**config.mk**
```make
export PLATFORM = sky130hd
export DESIGN_NAME = spc_top
export DESIGN_NICKNAME = d
export VERILOG_FILES = /design/src/common/spc_pkg.sv /design/src/common/spc_div_if.sv /design/src/verilog/spc_pclk_div.sv /design/src/verilog/spc_top.sv
export SDC_FILE = /design/constraint.sdc
export NUM_CORES = 1
export LEC_CHECK = 0
export ABC_AREA = 1
export BUFFER_PORTS_ARGS = -buffer_cell sky130_fd_sc_hd__buf_4
export CAP_MARGIN = 5
export CORE_UTILIZATION = 54
export DETAILED_ROUTE_END_ITERATION = 16
export PLACE_DENSITY = 0.8
export REMOVE_ABC_BUFFERS = 1
export SLEW_MARGIN = 20
export SYNTH_ARGS = -nofsm -noshare
export SYNTH_HDL_FRONTEND = slang
export SYNTH_SLANG_ARGS = --single-unit
```
**constraint.sdc**
```tcl
create_clock -name hclk -period 2.3 [get_ports hclk]
set_input_delay 0 -clock hclk [delete_from_list [all_inputs] [get_ports hclk]]
set_output_delay 0 -clock hclk [all_outputs]
set_load 0.05 [all_outputs]
```
**src/common/spc_pkg.sv**
```systemverilog
// System power and clock control: shared constants and types.
// Assumes a single 40 MHz bus clock that keeps running in power-down.
package spc_pkg;
    localparam int          CLK_HZ       = 40000000;
    localparam int          NUM_PINS     = 9;
    localparam int          NUM_LINES    = 4;
    localparam int          NUM_PERIPH   = 16;
    // Wake-up timer: oscillator settle time in microseconds
    localparam int          WAKE_US      = 100;
    localparam int          WAKE_CYC     = (WAKE_US * (CLK_HZ / 1000000));

    // Register byte offsets
    localparam logic [7:0]  OFS_PWR_CTRL = 8'h00;
    localparam logic [7:0]  OFS_PCLK_DIV = 8'h04;
    localparam logic [7:0]  OFS_VEC_MAP  = 8'h08;
    localparam logic [7:0]  OFS_EX_MODE  = 8'h0C;
    localparam logic [7:0]  OFS_EX_FLAG  = 8'h10;
    localparam logic [7:0]  OFS_EX_WAKE  = 8'h14;
    localparam logic [7:0]  OFS_EX_SEL   = 8'h18;
    localparam logic [7:0]  OFS_PER_EN   = 8'h1C;
    localparam logic [7:0]  OFS_STATUS   = 8'h20;

    // Field positions
    localparam int          PWR_IDLE_BIT = 0;
    localparam int          PWR_DOWN_BIT = 1;
    localparam int          ST_LVL_LSB   = 0;
    localparam int          ST_VLD_BIT   = 2;
    localparam int          ST_STATE_LSB = 4;
    localparam int          ST_RATIO_LSB = 8;

    // Reset values
    localparam logic [1:0]  RST_DIV      = 2'h0;
    localparam logic [17:0] RST_EX_SEL   = 18'h0E4E4;
    localparam logic [15:0] RST_PER_EN   = 16'hFFFF;

    // Protection patterns stored in flash
    localparam logic [31:0] PAT_LVL1     = 32'h12345678;
    localparam logic [31:0] PAT_LVL2     = 32'h87654321;
    localparam logic [31:0] PAT_LVL3     = 32'h43218765;

    typedef enum logic [1:0] {
        DIV_QUARTER = 2'b00,
        DIV_FULL    = 2'b01,
        DIV_HALF    = 2'b10
    } spc_div_t;

    typedef enum logic [1:0] {
        PROT_NONE = 2'b00,
        PROT_ONE  = 2'b01,
        PROT_TWO  = 2'b10,
        PROT_THREE = 2'b11
    } spc_prot_t;

    typedef enum logic [1:0] {
        PM_RUN   = 2'b00,
        PM_IDLE  = 2'b01,
        PM_DOWN  = 2'b10,
        PM_WAKE  = 2'b11
    } spc_pm_t;
endpackage

```
**src/common/spc_div_if.sv**
```systemverilog
// Link between the control core and the peripheral clock divider.
// Assumes both ends run on hclk.
`timescale 1ns/1ps
interface spc_div_if;
    logic [1:0] req_ratio;
    logic       run;
    logic       pclk_en;
    logic [1:0] act_ratio;
    modport ctl (output req_ratio, output run, input pclk_en, input act_ratio);
    modport div (input req_ratio, input run, output pclk_en, output act_ratio);
endinterface

```
**src/verilog/spc_pclk_div.sv**
```systemverilog
// Peripheral clock divider: one-cycle enable at full, half or quarter rate.
// Assumes the requested ratio comes from logic on the same clock.
`timescale 1ns/1ps
module spc_pclk_div
    import spc_pkg::*;
(
    input  wire logic hclk,     // Core clock
    input  wire logic hresetn,  // Async reset, active low
    spc_div_if.div    dv        // Ratio in, enable out
);
    typedef struct packed {
        logic [1:0] cnt;
        logic [1:0] ratio;
    } spc_div_st_t;

    spc_div_st_t st_ff;
    spc_div_st_t nxt_st;
    logic [1:0]  period_m1;

    always_comb begin
        nxt_st = st_ff;
        period_m1 = 2'h3;
        case (dv.req_ratio)
            DIV_FULL: period_m1 = 2'h0;
            DIV_HALF: period_m1 = 2'h1;
            default:  period_m1 = 2'h3;
        endcase
        if (dv.run) begin
            if (st_ff.cnt == 2'h0) begin
                // New ratio only at a period boundary, so no pulse is shortened
                nxt_st.ratio = dv.req_ratio;
                nxt_st.cnt   = period_m1;
            end else begin
                nxt_st.cnt = st_ff.cnt - 2'h1;
            end
        end
    end

    always_ff @(posedge hclk or negedge hresetn) begin
        if (!hresetn) begin
            st_ff <= '{cnt: 2'h0, ratio: RST_DIV};
        end else begin
            st_ff <= nxt_st;
        end
    end

    assign dv.pclk_en   = dv.run && (st_ff.cnt == 2'h0);
    assign dv.act_ratio = st_ff.ratio;
endmodule

```
**src/verilog/spc_top.sv**
```systemverilog
// System power and clock control with AHB-Lite register slave.
// Assumes hclk is the always-on clock; gating cells outside take the
// registered enables. Flash controller delivers the protection word.
//
// The implementer's own choices: the AHB-Lite register port and the address map.
`timescale 1ns/1ps
module spc_top
    import spc_pkg::*;
#(
    parameter int WAKE_CYCLES = WAKE_CYC
) (
    input  wire logic                  hclk,          // Core clock
    input  wire logic                  hresetn,       // Async reset, active low
    input  wire logic                  hsel,          // Slave select
    input  wire logic [31:0]           haddr,         // Byte address
    input  wire logic [1:0]            htrans,        // Transfer type
    input  wire logic                  hwrite,        // Write when high
    input  wire logic [2:0]            hsize,         // Transfer size
    input  wire logic [31:0]           hwdata,        // Write data
    input  wire logic                  hready,        // Bus ready in
    output logic [31:0]                hrdata,        // Read data
    output logic                       hreadyout,     // Always ready
    output logic                       hresp,         // Always OKAY
    input  wire logic [NUM_PINS-1:0]   ext_pin,       // External interrupt pins
    input  wire logic                  boot_override_pin, // Low forces serial boot
    input  wire logic                  irq_pending,   // Any interrupt from controller
    input  wire logic                  pll_running,   // Multiplier is locked and used
    input  wire logic                  flash_init_done, // Protection word valid
    input  wire logic [31:0]           prot_word,     // Word read from flash
    output logic [NUM_LINES-1:0]       ext_irq,       // Four interrupt requests
    output logic                       core_clk_en,   // Core, memory, bus clocks
    output logic [NUM_PERIPH-1:0]      periph_clk_en, // Per-peripheral enables
    output logic                       pclk_en,       // Peripheral clock tick
    output logic                       osc_en,        // Oscillator enable
    output logic                       pll_keep,      // Keep multiplier running
    output logic                       pin_hold,      // Freeze output pins
    output logic                       vec_in_ram,    // Vectors from RAM
    output logic                       debug_enable,  // Debug port allowed
    output logic                       serial_boot_programming, // Serial path allowed
    output logic                       serial_cmd_limited, // Restricted command set
    output logic                       sector0_locked,  // Sector zero not writable
    output logic                       full_erase_only, // Only chip erase first
    output logic                       boot_override_en, // Pin may force serial boot
    output logic                       serial_boot_req,  // Enter serial boot now
    output logic                       in_application_programming // Always allowed
);
    typedef struct packed {
        logic                  ap_vld;
        logic                  ap_wr;
        logic [7:0]            ap_ofs;
        logic [31:0]           rdata;
        logic [1:0]            pwr;
        logic [1:0]            div;
        logic                  vmap;
        logic [NUM_LINES-1:0]  mode;
        logic [NUM_LINES-1:0]  flag;
        logic [NUM_LINES-1:0]  wake;
        logic [17:0]           sel;
        logic [NUM_PERIPH-1:0] per_en;
        logic [NUM_PINS-1:0]   pin_s1;
        logic [NUM_PINS-1:0]   pin_s2;
        logic                  boot_s1;
        logic                  boot_s2;
        logic [NUM_LINES-1:0]  line_prev;
        logic [NUM_LINES-1:0]  irq;
        spc_prot_t             lvl;
        logic                  lvl_vld;
        spc_pm_t               pm;
        logic [15:0]           wcnt;
        logic                  core_en;
        logic [NUM_PERIPH-1:0] per_out;
        logic                  osc;
        logic                  hold;
    } spc_state_t;

    spc_state_t             st_ff;
    spc_state_t             nxt_st;
    logic [NUM_LINES-1:0]   line_lvl;
    logic [NUM_LINES-1:0]   line_rise;
    logic [NUM_LINES-1:0]   irq_now;
    logic                   wr_en;
    logic [1:0]             pin_line;
    logic                   prot_three;

    spc_div_if div_bus();

    spc_pclk_div u_div (
        .hclk    (hclk),
        .hresetn (hresetn),
        .dv      (div_bus)
    );

    always_comb begin
        nxt_st    = st_ff;
        line_lvl  = '0;
        line_rise = '0;
        irq_now   = '0;
        wr_en     = 1'b0;
        pin_line  = 2'h0;

        // Pin synchronisers; only the second stage is used
        nxt_st.pin_s1  = ext_pin;
        nxt_st.pin_s2  = st_ff.pin_s1;
        nxt_st.boot_s1 = boot_override_pin;
        nxt_st.boot_s2 = st_ff.boot_s1;

        // Each pin is steered onto one of the four request lines
        for (int p = 0; p < NUM_PINS; p++) begin
            pin_line = st_ff.sel[(p % 9) * 2 +: 2];
            if (st_ff.pin_s2[p]) begin
                line_lvl[pin_line] = 1'b1;
            end
        end
        nxt_st.line_prev = line_lvl;
        line_rise = line_lvl & ~st_ff.line_prev;

        // Bus write lands in the data phase; a new event beats a clear
        wr_en = st_ff.ap_vld && st_ff.ap_wr;
        if (wr_en) begin
            case (st_ff.ap_ofs)
                OFS_PWR_CTRL: nxt_st.pwr    = hwdata[1:0];
                OFS_PCLK_DIV: nxt_st.div    = hwdata[1:0];
                OFS_VEC_MAP:  nxt_st.vmap   = hwdata[0];
                OFS_EX_MODE:  nxt_st.mode   = hwdata[NUM_LINES-1:0];
                OFS_EX_FLAG:  nxt_st.flag   = st_ff.flag & ~hwdata[NUM_LINES-1:0];
                OFS_EX_WAKE:  nxt_st.wake   = hwdata[NUM_LINES-1:0];
                OFS_EX_SEL:   nxt_st.sel    = hwdata[17:0];
                OFS_PER_EN:   nxt_st.per_en = hwdata[NUM_PERIPH-1:0];
                default:      nxt_st.pwr    = st_ff.pwr;
            endcase
        end
        nxt_st.flag = nxt_st.flag | (line_rise & st_ff.mode);

        for (int l = 0; l < NUM_LINES; l++) begin
            irq_now[l] = st_ff.mode[l] ? st_ff.flag[l] : line_lvl[l];
        end
        nxt_st.irq = irq_now;

        // Protection word is taken once, when flash is ready
        if (!st_ff.lvl_vld && flash_init_done) begin
            nxt_st.lvl_vld = 1'b1;
            case (prot_word)
                PAT_LVL1: nxt_st.lvl = PROT_ONE;
                PAT_LVL2: nxt_st.lvl = PROT_TWO;
                PAT_LVL3: nxt_st.lvl = PROT_THREE;
                default:  nxt_st.lvl = PROT_NONE;
            endcase
        end

        // Power mode sequencer
        case (st_ff.pm)
            PM_RUN: begin
                if (st_ff.pwr[PWR_DOWN_BIT]) begin
                    nxt_st.pm = PM_DOWN;
                end else if (st_ff.pwr[PWR_IDLE_BIT]) begin
                    nxt_st.pm = PM_IDLE;
                end
            end
            PM_IDLE: begin
                if (irq_pending || (|irq_now)) begin
                    nxt_st.pm  = PM_RUN;
                    nxt_st.pwr = 2'h0;
                end
            end
            PM_DOWN: begin
                // Only clockless sources end power-down
                if (|(irq_now & st_ff.wake)) begin
                    nxt_st.pm   = PM_WAKE;
                    nxt_st.wcnt = 16'(WAKE_CYCLES - 1);
                end
            end
            PM_WAKE: begin
                if (st_ff.wcnt == 16'h0) begin
                    nxt_st.pm  = PM_RUN;
                    nxt_st.pwr = 2'h0;
                end else begin
                    nxt_st.wcnt = st_ff.wcnt - 16'h1;
                end
            end
            default: nxt_st.pm = PM_RUN;
        endcase

        // Enables are flopped so downstream gating cells see clean levels
        nxt_st.core_en = (nxt_st.pm == PM_RUN);
        nxt_st.osc     = (nxt_st.pm != PM_DOWN);
        nxt_st.hold    = (nxt_st.pm == PM_DOWN) || (nxt_st.pm == PM_WAKE);
        nxt_st.per_out = nxt_st.osc && (nxt_st.pm != PM_WAKE)
                         ? nxt_st.per_en : '0;

        // Address phase capture
        nxt_st.ap_vld = 1'b0;
        if (hsel && hready && htrans[1]) begin
            nxt_st.ap_vld = 1'b1;
            // Writes outside the register page are dropped rather than aliased
            nxt_st.ap_wr  = hwrite && (haddr[31:8] == 24'h0);
            nxt_st.ap_ofs = haddr[7:0];
            // Read from next values, status excepted, so a write just before is seen
            nxt_st.rdata = 32'h0;
            if (!hwrite && (haddr[31:8] == 24'h0)) begin
                case (haddr[7:0])
                    OFS_PWR_CTRL: nxt_st.rdata[1:0] = nxt_st.pwr;
                    OFS_PCLK_DIV: nxt_st.rdata[1:0] = nxt_st.div;
                    OFS_VEC_MAP:  nxt_st.rdata[0]   = nxt_st.vmap;
                    OFS_EX_MODE:  nxt_st.rdata[NUM_LINES-1:0] = nxt_st.mode;
                    OFS_EX_FLAG:  nxt_st.rdata[NUM_LINES-1:0] = nxt_st.flag;
                    OFS_EX_WAKE:  nxt_st.rdata[NUM_LINES-1:0] = nxt_st.wake;
                    OFS_EX_SEL:   nxt_st.rdata[17:0] = nxt_st.sel;
                    OFS_PER_EN:   nxt_st.rdata[NUM_PERIPH-1:0] = nxt_st.per_en;
                    OFS_STATUS: begin
                        nxt_st.rdata[ST_LVL_LSB +: 2]   = st_ff.lvl;
                        nxt_st.rdata[ST_VLD_BIT]        = st_ff.lvl_vld;
                        nxt_st.rdata[ST_STATE_LSB +: 2] = st_ff.pm;
                        nxt_st.rdata[ST_RATIO_LSB +: 2] = div_bus.act_ratio;
                    end
                    default: nxt_st.rdata = 32'h0;
                endcase
            end
        end
    end

    always_ff @(posedge hclk or negedge hresetn) begin
        if (!hresetn) begin
            st_ff         <= '0;
            st_ff.div     <= RST_DIV;
            st_ff.sel     <= RST_EX_SEL;
            st_ff.per_en  <= RST_PER_EN;
            st_ff.per_out <= RST_PER_EN;
            st_ff.core_en <= 1'b1;
            st_ff.osc     <= 1'b1;
            st_ff.pm      <= PM_RUN;
            st_ff.lvl     <= PROT_NONE;
        end else begin
            st_ff <= nxt_st;
        end
    end

    // Divider keeps ticking in idle; it stops with the oscillator and during the wake-up wait
    assign div_bus.req_ratio = st_ff.div;
    assign div_bus.run       = st_ff.osc && (st_ff.pm != PM_WAKE);

    assign prot_three = (st_ff.lvl == PROT_THREE);

    assign hrdata        = st_ff.rdata;
    assign hreadyout     = 1'b1;
    assign hresp         = 1'b0;
    assign ext_irq       = st_ff.irq;
    assign core_clk_en   = st_ff.core_en;
    assign periph_clk_en = st_ff.per_out;
    assign pclk_en       = div_bus.pclk_en;
    assign osc_en        = st_ff.osc;
    assign pll_keep      = pll_running && st_ff.osc;
    assign pin_hold      = st_ff.hold;
    assign vec_in_ram    = st_ff.vmap;

    // Until the word is read, hold debug and serial access shut
    assign debug_enable  = st_ff.lvl_vld && (st_ff.lvl == PROT_NONE);
    assign serial_boot_programming = st_ff.lvl_vld && !prot_three;
    assign serial_cmd_limited = (st_ff.lvl == PROT_ONE)
                                || (st_ff.lvl == PROT_TWO);
    assign sector0_locked  = (st_ff.lvl == PROT_ONE);
    assign full_erase_only = (st_ff.lvl == PROT_TWO);
    assign boot_override_en = st_ff.lvl_vld && !prot_three;
    assign serial_boot_req = boot_override_en && !st_ff.boot_s2;
    assign in_application_programming = 1'b1;
endmodule

```
# == Word level (Yosys, flattened, before mapping) ==
# Cells that the tools add are included.
# word_totals
ff_bits,165
input_bits,119
out_inout_bits,68
# classes
addsub,2
n_lt_le_gt_ge,18
n_eq_ne,33
muxes,66
bitwise_logic,15
n_reduce_logical,42
# op_table
cell,n
$eq A8 B5 Y1 const B,8
$mux W18,3
$mux W51,1
$mux W16,3
$mux W4,12
$mux W42,1
$or A4 B4 Y4,9
$eq A32 B29 Y1 const B,1
$eq A32 B31 Y1 const B,1
$eq A32 B32 Y1 const B,1
$eq A8 B4 Y1 const B,4
$pmux W16 S2,1
$lt A2 B3 Y1 const B,9
$logic_not A24 Y1,1
$logic_and A1 B1 Y1,22
$mux W2,10
$demux W1 S2,9
$ge A2 B1 Y1 const B,9
$pmux W2 S3,3
$and A4 B4 Y4,4
$eq A8 B3 Y1 const B,2
$logic_not A16 Y1,1
$logic_not A8 Y1,2
$sub A16 B1 Y16 const B,1
21 further kinds,58

# == Logic depth before layout (Yosys ltp) ==
# Gate-level depths: netlist of the first run.
# logic_depth
ltp_word,29
ltp_mapped,14
depth_no_buf,14

# == Modules after synthesis ==
# Synthesis of the first run repeated with hierarchy kept, for this count alone.
# hier_totals
hier_cells,955
hier_area_um2,7925.1
# by_module_without_submodules
mod,instances,cells_each,area_per_inst_um2,seq_area_each_um2
spc_top,1,929,7707.4,3706.1
spc_pclk_div,1,26,217.7,100.1

# == Worst setup path after synthesis of the first run ==
# OpenSTA, ideal clock, no wires.
# synth_timing
kind,register to register
startpoint,"register, netlist name pin_hold"
endpoint,"register u_div.st_ff, in the netlist u_div.dv.act_ratio[1]"
t_arrival_ns,2.063
required_ns,2.174
setup_slack_ns,0.111
path_stages_with_launch,9
path_buffers,0
period_less_slack_ns,2.189
path_cell_list,dfrtp_1 nand2_1 nand2_1 nor2_1 inv_1 nor2_1 inv_1 nand2_1 o21ai_0
# synth_rtl
item,line_no,source
end signal: assignment,spc_pclk_div.sv:41,"st_ff <= '{cnt: 2'h0, ratio: RST_DIV};"
end signal: assignment,spc_pclk_div.sv:43,st_ff <= nxt_st;
end: declaration,spc_pclk_div.sv:16,spc_div_st_t st_ff;

# == Worst setup path in the final report of the first run ==
# layout_timing
startpoint,input prot_word[1]
endpoint,register st_ff[39] (netlist bit)
# layout_via
elab_chain_len,2
elab_cells_between_ends,4
cone_classes,eq/ne: 3; mux: 1
# layout_rtl
item,line_no,source
start: declaration,spc_top.sv:29,"input wire logic [31:0] prot_word,"
$eq A32 B31 Y1 (tied with other cells),spc_top.sv:142,case (prot_word)
$pmux W2 S3 (*),spc_top.sv:142,
end signal: assignment,spc_top.sv:233,st_ff <= nxt_st;
end: declaration,spc_top.sv:76,spc_state_t st_ff;
# Every way passes the cells marked *; elsewhere a longest branch is shown, timed or not.
# A chain may end at the register's enable or synchronous reset.

==> results.md, run 1 <==
* Final cell count without fillers at about 1300
* Multi-input gate area at between 2000 and 3000 sq um
* Global-route wire length before repair at ~31000 um
* Status: complete, no violations
* Placed cells at between 1000 and 1500
* CTS H-tree depth at 4
* Worst-Skew Late Latency at 0.43 ns
* TritonCTS clock tree: built
* Post-DP HPWL at roughly 13000 um
* I/O Pins at 187
* Fin crit share at approximately 95%
* Max Clock Freq at about 460 MHz
* MaxCap Viol Count at 0
* Crit path kind: input pin to register
* CP Capture Type: register
* Initial antenna violation count at 1
* Power Dens Cells at between 700 and 800 nW/um^2
* Fin crit period at 2.175 ns
* CP startpoint kind: input pin
* Starting DRT DRC Count at 526
* Total core area at 13930 sq um
* Vias per cell at a little over 5
* Slew @ Worst Pin at slightly below 0.7 ns
* FILL cells at ~1000
* CTS Buffer Depth at 2
* Top FF cell, synth: dfrtp_1
* Synth Warn # at 0
* Yosys reg bits at 150
* Finished Cell Area at roughly 10000 sq um
* HP Class: input pin to register
* Vias in the first global route at approximately 6700
* Final Skew at between 0.006 and 0.007 ns
* DIE AREA at 14780 sq um
* Layout net count at 1271
* Worst EP arrival at 2.51 ns
* Final Util at 71.56%
* Crit-path max cell delay at slightly above 0.6 ns
* Die X at roughly 120 um
* Post-synthesis sequential area ratio at 49.30%
* Max Slew Vio Count at 0
* Grt ovf at 0
* Hold endpoint: osc_en
* Most common cell on crit path: dlygate4sd3_1
* Seq. cell area at 3806 sq um
* Crit path from: prot_word[1]
* CP max-delay cell: dlygate4sd3_1
* Post-synth EDFFs at 0
* CP max FO at 2
* Die H at between 100 and 150 um
* Hold Vio Cnt, Final at 0
* Avg WL per Cell at between 10 and 15 um
* Port bufs at 151
* VDD IR max at between 0.6 and 0.7 mV
* Share of cells above drive strength 1 at approximately a quarter
* Register-to-register path setup slack at between 0.2 and 0.3 ns
* Total track usage at approximately 28%
* Placed cell area at 8773 sq um
* Min-delay src: irq_pending
* Final setup violation count at 0
* Drt total wl at around 19000 um
* Setup WS pre-CTS at ~0.24 ns
* Mapped Area at 7720 sq um
* Starting density of the core at between 50% and 60%
* Commonest non-fill, non-tap cells in the layout: nand2_1, buf_4, inv_1
* DR pass1 iterations at 5
* Mapped Avg Cell Area at roughly 8.0 sq um
* Root Driver: clkbuf_16
* R2R cell count at 9
* CTS Buf Count at 17
* Slew Limit Headroom at 54.60%
* RSZ-0062 raised after global routing: false
* Setup Fix Bufs, Post-CTS at 0
* Post-route ant nets at 0
* Via Count at between 6000 and 7000
* Mapped Cells at approximately 960
* Synth-to-Final Area Change at 29.17%
* Worst path required time at 2.64 ns
* Pin count of the biggest net entering global routing at 75
* Synth unique cells at 40
* Sink Count at 150
* R2R Path End: hrdata[15]
* Leak at ~5.2 nW
* Reg-to-Reg Start: st_ff[152]
* Clock edge transition at the registers on the reported setup and hold paths at around 0.06 ns
* Worst Hold Depth at 6
* Worst Slack Setup Final at about 0.12 ns
* Gpl congestion at 0.8993
* Synth async-reset ratio at 100.0%
* Row count at 43
* Most common cell after layout, fill and taps aside: nand2_1
* Final setup TNS at 0 ns
* Crit path cell chain: dlygate4sd3_1 -> buf_4 -> inv_1 -> nand4_1 -> nor4_2 -> dlygate4sd3_1 -> nand3_1 -> dlygate4sd3_1 -> a22oi_1
* Antenna cells at 0
* DRC viols at 0
[cell families after synthesis]
group / share of synthesized area, %
simple gates: 26.37
compound gates: 8.720
flops: 49.30
fa+ha+maj: 0.9724
xor+xnor: 0.7942
buf+inv: 13.74
other cells: 0.09728
[report_power, final]
part,switching [W],internal (W)
logic,0.00123,0.000680
registers,0.000145,0.00281
clock network,0.00110,0.00180
total,0.00247,0.00529
[stage by stage]
stage          hold WS, ns  total power [W]
3_3_place_gp       0.06651         0.004692
2_1_floorplan      -0.2956         0.004207
5_1_grt            0.09914         0.008166
6_report           0.05738         0.007756
4_1_cts            0.02548         0.007704
3_5_place_dp       0.06703         0.004735
[worst max-delay path, delay by kind of cell]
kind	cells	cell delay (ns)
buf+inv	5	1.94
simple gates	3	0.40
compound gates	1	0.17
[layer usage]
layer	vias to the layer above	wire length (um)	part of all wire, %	track usage (%)
li1	3345	-	-	-
met1	3216	8350	43	35.89
met2	281	9353	48	45.03
met3	47	1096	5.7	5.056
met4	2	493	2.6	12.04
met5	-	13	0.067	0
[worst max path at each step]
stage                                  endpoint  slack [ns]
after floorplan           u_div.dv.act_ratio[1]        0.11
after global placement                hrdata[1]        0.33
after detailed placement              hrdata[0]        0.24
after CTS                             hrdata[1]        0.16
after global routing                  st_ff[38]       0.002
final                                 st_ff[39]        0.12
[layout make-up]
| type | count | area share (%) |
|---|---|---|
| inverter | 152 | 5.721 |
| sequential | 150 | 38.17 |
| tap | 180 | 2.258 |
| multi-input combinational | 603 | 29.37 |
| clock buffer | 21 | 4.718 |
| clock inverter | 11 | 1.481 |
| timing repair buffer | 222 | 18.28 |
[state kept, by name, summed over array words and instances (netlist names), 4 cells and up]
register / count
st_ff: 90
periph_clk_en: 16
hrdata: 18
nxt_st: 10
ext_irq: 4
[cell usage after synthesis (5+ instances only)]
cell type  instances  area share, %
buf_2              5           0.32
o21ai_1           26            1.7
xor2_1             7           0.79
dfrtp_1          108             35
dfstp_2           42             14
clkbuf_1           5           0.24
o211ai_1           8           0.78
inv_1            149            7.2
o21ai_0           44            2.9
nand4_1           17            1.4
nand2_2            6           0.49
nor4_1            10           0.81
nand2_1          210             10
nor3_1             6           0.39
nor2_2             5           0.41
or2_2              6           0.49
ha_1               6           0.97
a21oi_1           11           0.71
o21a_1             8           0.78
nand3_1           90            5.8
nor2_1            94            4.6
buf_4             58            5.6
[repair_timing]
action / in CTS / in global routing
gates resized for setup: 0 / 4
hold endpoints to repair: 148 / 0
hold buffers: 56 / 0
setup endpoints to repair: 0 / 4
(Power assumes the default switching activity.)
==> inputs of run 2 (changes only) <==
==> constraint.sdc (replaced) <==
create_clock -name hclk -period 2.3 [get_ports hclk]
set_input_delay 0.345 -clock hclk [delete_from_list [all_inputs] [get_ports hclk]]
set_output_delay 0.345 -clock hclk [all_outputs]
set_load 0.05 [all_outputs]
==> run 2 against run 1 <==
Maximum frequency increased by 3.8%. Flip-flop and latch count unchanged. Die area unchanged. Clock power about the same. Largest cell class unchanged. Critical path type is now register to register. Global-route usage decreased by 1.6 points. Critical path depth increased by 3. Count of clock-buffer cells in the layout increased by 4. Register-to-register slack got worse by 0.08 ns. Critical endpoint is now hrdata[0]. Clock skew increased by 0.0022 ns.
==> results.md, run 2 (same netlist as run 1, synthesis figures left out) <==
* Status: complete, no violations
* Clock edge transition at the registers on the reported setup and hold paths at 0.06 ns (about the same)
* Starting density of the core at 55.40% (unchanged)
* Row count at 43 (unchanged)
* Total track usage at 25.94% (-1.6 points)
* Die X at 121.6 um (unchanged)
* CP max-delay cell: dfrtp_1
* Min-delay src: boot_override_pin
* CP Capture Type: register
* Worst EP arrival at 2.40 ns (-0.11 ns)
* Final Util at 67.67% (-3.9 points)
* Via Count at 6614 (-4.0%)
* Final Hold Slack at 0.02431 ns (-0.03306 ns)
* Root Driver: clkbuf_16
* Most common cell after layout, fill and taps aside: nand2_1
* CP startpoint kind: register
* Largest reg by FF count: st_ff
* DIE AREA at 14780 sq um (unchanged)
* Die H at 121.6 um (unchanged)
* Worst-Skew Late Latency at 0.42 ns (about the same)
* DR pass1 iterations at 5 (unchanged)
* Final setup TNS at 0 ns (unchanged)
* Starting DRT DRC Count at 485 (-7.8%)
* TritonCTS clock tree: built
* CTS H-tree depth at 4 (unchanged)
* Power Dens Cells at 808.0 nW/um^2 (+3.9%)
* Vias in the first global route at 6423 (-4.0%)
* Sink Count at 150 (unchanged)
* VDD IR max at 0.5471 mV (-8.9%)
* Fin crit share at 91.15% (-3.4 points)
* Global-route wire length before repair at 29280 um (-5.5%)
* Slew @ Worst Pin at 0.5629 ns (-0.1182 ns)
* HP Class: input pin to register
* Fin crit period at 2.096 ns (-0.07865 ns)
* Most common cell on crit path: nand2_1
* Crit path from: st_ff[19]
* Gpl congestion at 0.8828 (-1.8%)
* Max FFs per register at 90 (unchanged)
* Antenna cells at 0 (unchanged)
* Layout net count at 1220 (-4.0%)
* FILL cells at 1138 (+9.4%)
* Worst path required time at 2.61 ns (-0.03 ns)
* Crit-path max cell delay at 0.40 ns (-0.21 ns)
* Post-DP HPWL at 13410 um (+3.2%)
* Final setup violation count at 0 (unchanged)
* CP max FO at 10 (+8)
* Max Clock Freq at 477.0 MHz (+3.8%)
* Port bufs at 151 (unchanged)
* Crit path kind: register to register
* MaxCap Viol Count at 0 (unchanged)
* Vias per cell at 5.135 (-0.22%)
* Initial antenna violation count at 0 (-1)
* Leak at 5.001 nW (-4.4%)
* Hold Vio Cnt, Final at 0 (unchanged)
* RSZ-0062 raised after global routing: false
* Crit path cell chain: inv_1 -> ha_1 -> nand4_1 -> nor2_1 -> nand2_1 -> nand2_2 -> nand2_1 -> o21bai_1 -> nand3_1 -> nand2_1 -> nand2_1 -> nand2_1
* CTS Buffer Depth at 2 (unchanged)
* DRC viols at 0 (unchanged)
* Post-route ant nets at 0 (unchanged)
* Avg WL per Cell at 13.86 um (-3.9%)
* Commonest non-fill, non-tap cells in the layout: nand2_1, buf_4, inv_1
* Synth-to-Final Area Change at 22.14%
* Grt ovf at 0 (unchanged)
* Share of cells above drive strength 1 at 24.73% (+1.1 points)
* Reg-to-Reg Start: st_ff[19]
* CTS Buf Count at 17 (unchanged)
* Pin count of the biggest net entering global routing at 62 (-17%)
* Max Slew Vio Count at 0 (unchanged)
* Drt total wl at 17850 um (-7.5%)
* I/O Pins at 187 (unchanged)
* Total core area at 13930 sq um (unchanged)
* Final Skew at 0.008328 ns (+0.002227 ns)
* Slew Limit Headroom at 62.48% (+7.9 points)
[run 2: cell types whose count changed in the layout (fill, tap and decap cells not counted), sizes merged]
cell         previous run  this run
dlygate4sd3            56         1
buf                   166       170
clkbuf                 21        25
clkinv                  5         2
inv                   154       153
[run 2: cell type report]
class	count	area, sq um	share of cell area [%]
Multi-Input combinational cell	603	2912	30.88
Tap cell	180	225.2	2.389
Timing Repair Buffer	171	1303	13.81
Sequential cell	150	3807	40.38
Clock inverter	7	116.4	1.234
Inverter	152	570.5	6.051
Clock buffer	25	495.5	5.255
[run 2: metrics by stage]
stage                     cell area [sq um]  setup slack [ns]  total power (W)  cells
after floorplan                        7286            0.1016         0.004207    905
after global placement                 8803            0.2940         0.004695   1255
after detailed placement               8803            0.2268         0.004750   1255
after CTS                              9425           0.09360         0.007622   1288
after global routing                   9429           0.01019         0.007997   1288
final                                  9429            0.2035         0.007618   1288
[run 2: path summary, 6_finish.rpt]
path	depth (start not counted)	endpoint	slack [ns]
worst max-delay path	12	hrdata[0]	0.20
worst min-delay path	1	nxt_st[48]	0.02
worst max register to register	12	hrdata[0]	0.20
worst min register to register	0	st_ff[50]	0.35
max in group asynchronous	3	st_ff[83]	1.13
min in group asynchronous	2	st_ff[32]	0.47
[run 2: where the power goes]
| part | leakage [nW] | internal (W) | switching, W |
|---|---|---|---|
| logic | 2.91 | 0.000614 | 0.00117 |
| registers | 1.79 | 0.00281 | 0.000142 |
| clock network | 0.298 | 0.00182 | 0.00105 |
| total | 5.00 | 0.00525 | 0.00237 |
[run 2: timing repair]
action,CTS,global route
setup buffers,0,0
setup endpoints to repair,0,1
hold buffers,1,0
endpoints found under the hold margin,44,0
resized for setup,0,2
[run 2: critical path: cells and delay by family, from the launching register on]
| kind | cells | cell delay (ns) |
|---|---|---|
| buffers and inverters | 1 | 0.11 |
| AO/OA/AOI/OAI | 1 | 0.20 |
| AND/OR/NAND/NOR | 9 | 1.05 |
| flip-flops | 1 | 0.40 |
| adder cells (fa/ha/maj) | 1 | 0.21 |
[run 2: routing by layer]
metal	global-route usage, %	part of all wire (%)	vias up
met4	10.73	2.7	0
li1	-	-	3246
met1	33.47	43	3064
met5	0	0	-
met2	42.26	47	261
met3	5.899	7.1	43
==> inputs of run 3 (changes only) <==
PLACE_DENSITY = 0.81   (was 0.8)
==> run 3 against run 2 <==
Design area shrank 0.76%. Count of clock-buffer cells in the layout decreased by 4. Sequential share of layout area grew 0.29 points. Clock skew about the same. Maximum frequency fell by 1.0%. Combinational power is essentially flat. Critical path depth fell by 6. First-iteration DRC count decreased by 1.6%. Register-to-register slack improved by 0.04 ns. Die area unchanged. Setup slack worse by 0.021 ns. Total power fell by 3.9%. Largest cell class unchanged.
==> results.md, run 3 (same netlist as run 1, synthesis figures left out) <==
* Fin crit share at 92.08% (+0.93 points)
* Starting density of the core at 55.40% (unchanged)
* Drt total wl at 17790 um (-0.36%)
* RSZ-0062 raised after global routing: false
* Die H at 121.6 um (unchanged)
* Global-route wire length before repair at 29170 um (-0.40%)
* CTS Buffer Depth at 2 (unchanged)
* Largest reg by FF count: st_ff
* Row count at 43 (unchanged)
* Worst EP arrival at 1.77 ns (-0.63 ns)
* DR pass1 iterations at 5 (unchanged)
* Slew Limit Headroom at 64.51% (+2.0 points)
* CTS H-tree depth at 4 (unchanged)
* Antenna cells at 0 (unchanged)
* Final Util at 67.15% (-0.51 points)
* Via Count at 6634 (+0.30%)
* Final setup violation count at 0 (unchanged)
* Power Dens Cells at 782.3 nW/um^2 (-3.2%)
* TritonCTS clock tree: built
* Status: complete, no violations
* Total track usage at 25.93% (about the same)
* Leak at 4.955 nW (-0.92%)
* Commonest non-fill, non-tap cells in the layout: nand2_1, buf_4, inv_1
* MaxCap Viol Count at 0 (unchanged)
* Die X at 121.6 um (unchanged)
* Worst path required time at 1.96 ns (-0.65 ns)
* I/O Pins at 187 (unchanged)
* Crit path kind: register to primary output
* Max Clock Freq at 472.2 MHz (-1.0%)
* Final setup TNS at 0 ns (unchanged)
* Layout net count at 1217 (-0.25%)
* Placed cells at 1252 (-0.24%)
* CTS Buf Count at 17 (unchanged)
* Initial antenna violation count at 0 (unchanged)
* Total core area at 13930 sq um (unchanged)
* HP Class: input pin to register
* Root Driver: clkbuf_16
* CP Capture Type: primary output
* Slew @ Worst Pin at 0.5323 ns (-0.03057 ns)
* Worst-Skew Late Latency at 0.43 ns (about the same)
* Post-route ant nets at 0 (unchanged)
* Most common cell after layout, fill and taps aside: nand2_1
* Post-DP HPWL at 13370 um (-0.28%)
* DIE AREA at 14780 sq um (unchanged)
* Final cell count without fillers at 1285 (-0.23%)
* Vias per cell at 5.163 (+0.54%)
* Hold Vio Cnt, Final at 0 (unchanged)
* FILL cells at 1156 (+1.6%)
* DRC viols at 0 (unchanged)
* VDD IR max at 0.5204 mV (-4.9%)
* CP startpoint kind: register
* Sink Count at 150 (unchanged)
* Pin count of the biggest net entering global routing at 58 (-6.5%)
* Synth-to-Final Area Change at 21.22%
* CP max FO at 9 (-1)
* Setup Fix Bufs, Post-CTS at 0 (unchanged)
* Port bufs at 151 (unchanged)
* Grt ovf at 0 (unchanged)
* Starting DRT DRC Count at 477 (-1.6%)
* Share of cells above drive strength 1 at 24.52% (-0.20 points)
* Final Skew at 0.008532 ns (+0.0002036 ns)
* Max Slew Vio Count at 0 (unchanged)
* Clock edge transition at the registers on the reported setup and hold paths at 0.06 ns (about the same)
* Gpl congestion at 0.8969 (+1.6%)
* Max FFs per register at 90 (unchanged)
* Avg WL per Cell at 13.84 um (-0.13%)
* Fin crit period at 2.118 ns (+0.02143 ns)
* Vias in the first global route at 6259 (-2.6%)
run 3: per-stage QoR:
step | area (sq um) | power [W] | setup WS [ns] | hold WS (ns)
2_1_floorplan | 7286 | 0.004207 | 0.1016 | 0.04941
6_report | 9358 | 0.007321 | 0.1821 | 0.02467
3_5_place_dp | 8793 | 0.004744 | 0.2421 | 0.3347
5_1_grt | 9358 | 0.007730 | 0.01881 | 0.003736
4_1_cts | 9355 | 0.007334 | 0.1123 | 0.01451
3_3_place_gp | 8793 | 0.004691 | 0.2780 | 0.3333
run 3: path summary, 6_finish.rpt:
check	slack [ns]	start	to	cells past startpoint
max	0.18	st_ff[35]	pclk_en	6
min in group asynchronous	0.44	hresetn	st_ff[21]	2
min	0.02	ext_pin[0]	nxt_st[50]	1
max reg2reg	0.24	st_ff[89]	st_ff[25]	9
max in group asynchronous	1.15	hresetn	st_ff[89]	3
min reg2reg	0.35	nxt_st[53]	st_ff[53]	0
run 3: timing repair:
item,4_1_cts,5_1_grt
hold buffers,1,0
endpoints found under the hold margin,36,0
resized for setup,0,1
endpoints found under the setup margin,0,1
run 3: final cells by class:
| type | count | area, sq um | share of cell area [%] |
|---|---|---|---|
| Sequential cell | 150 | 3806 | 40.67 |
| Multi-Input combinational cell | 603 | 2912 | 31.11 |
| Timing Repair Buffer | 168 | 1292 | 13.81 |
| Inverter | 152 | 570.5 | 6.097 |
| Clock buffer | 21 | 450.4 | 4.813 |
| Tap cell | 180 | 225.2 | 2.407 |
| Clock inverter | 11 | 101.3 | 1.083 |
run 3: critical path, stage by stage, from the launching register on:
cell and delay, ns:
dfrtp_1 0.49, nand2_2 0.18, nand2_1 0.09, nor2_1 0.12, inv_1 0.06, nor2_1 0.17, buf_4 0.24
run 3: metal layers:
metal / global-route usage, % / vias up / wire [um] / share of wire, %
li1: - / 3239 / - / -
met1: 34.10 / 3125 / 7844 / 44
met2: 41.97 / 239 / 8492 / 48
met3: 6.133 / 31 / 1103 / 6.2
met4: 9.336 / 0 / 347 / 2.0
met5: 0 / - / 0 / 0
run 3: report_power, final:
part           switching (W)  total [W]  internal [W]
clock network        0.00109    0.00260       0.00151
registers           0.000141    0.00295       0.00281
logic                0.00115    0.00177      0.000615
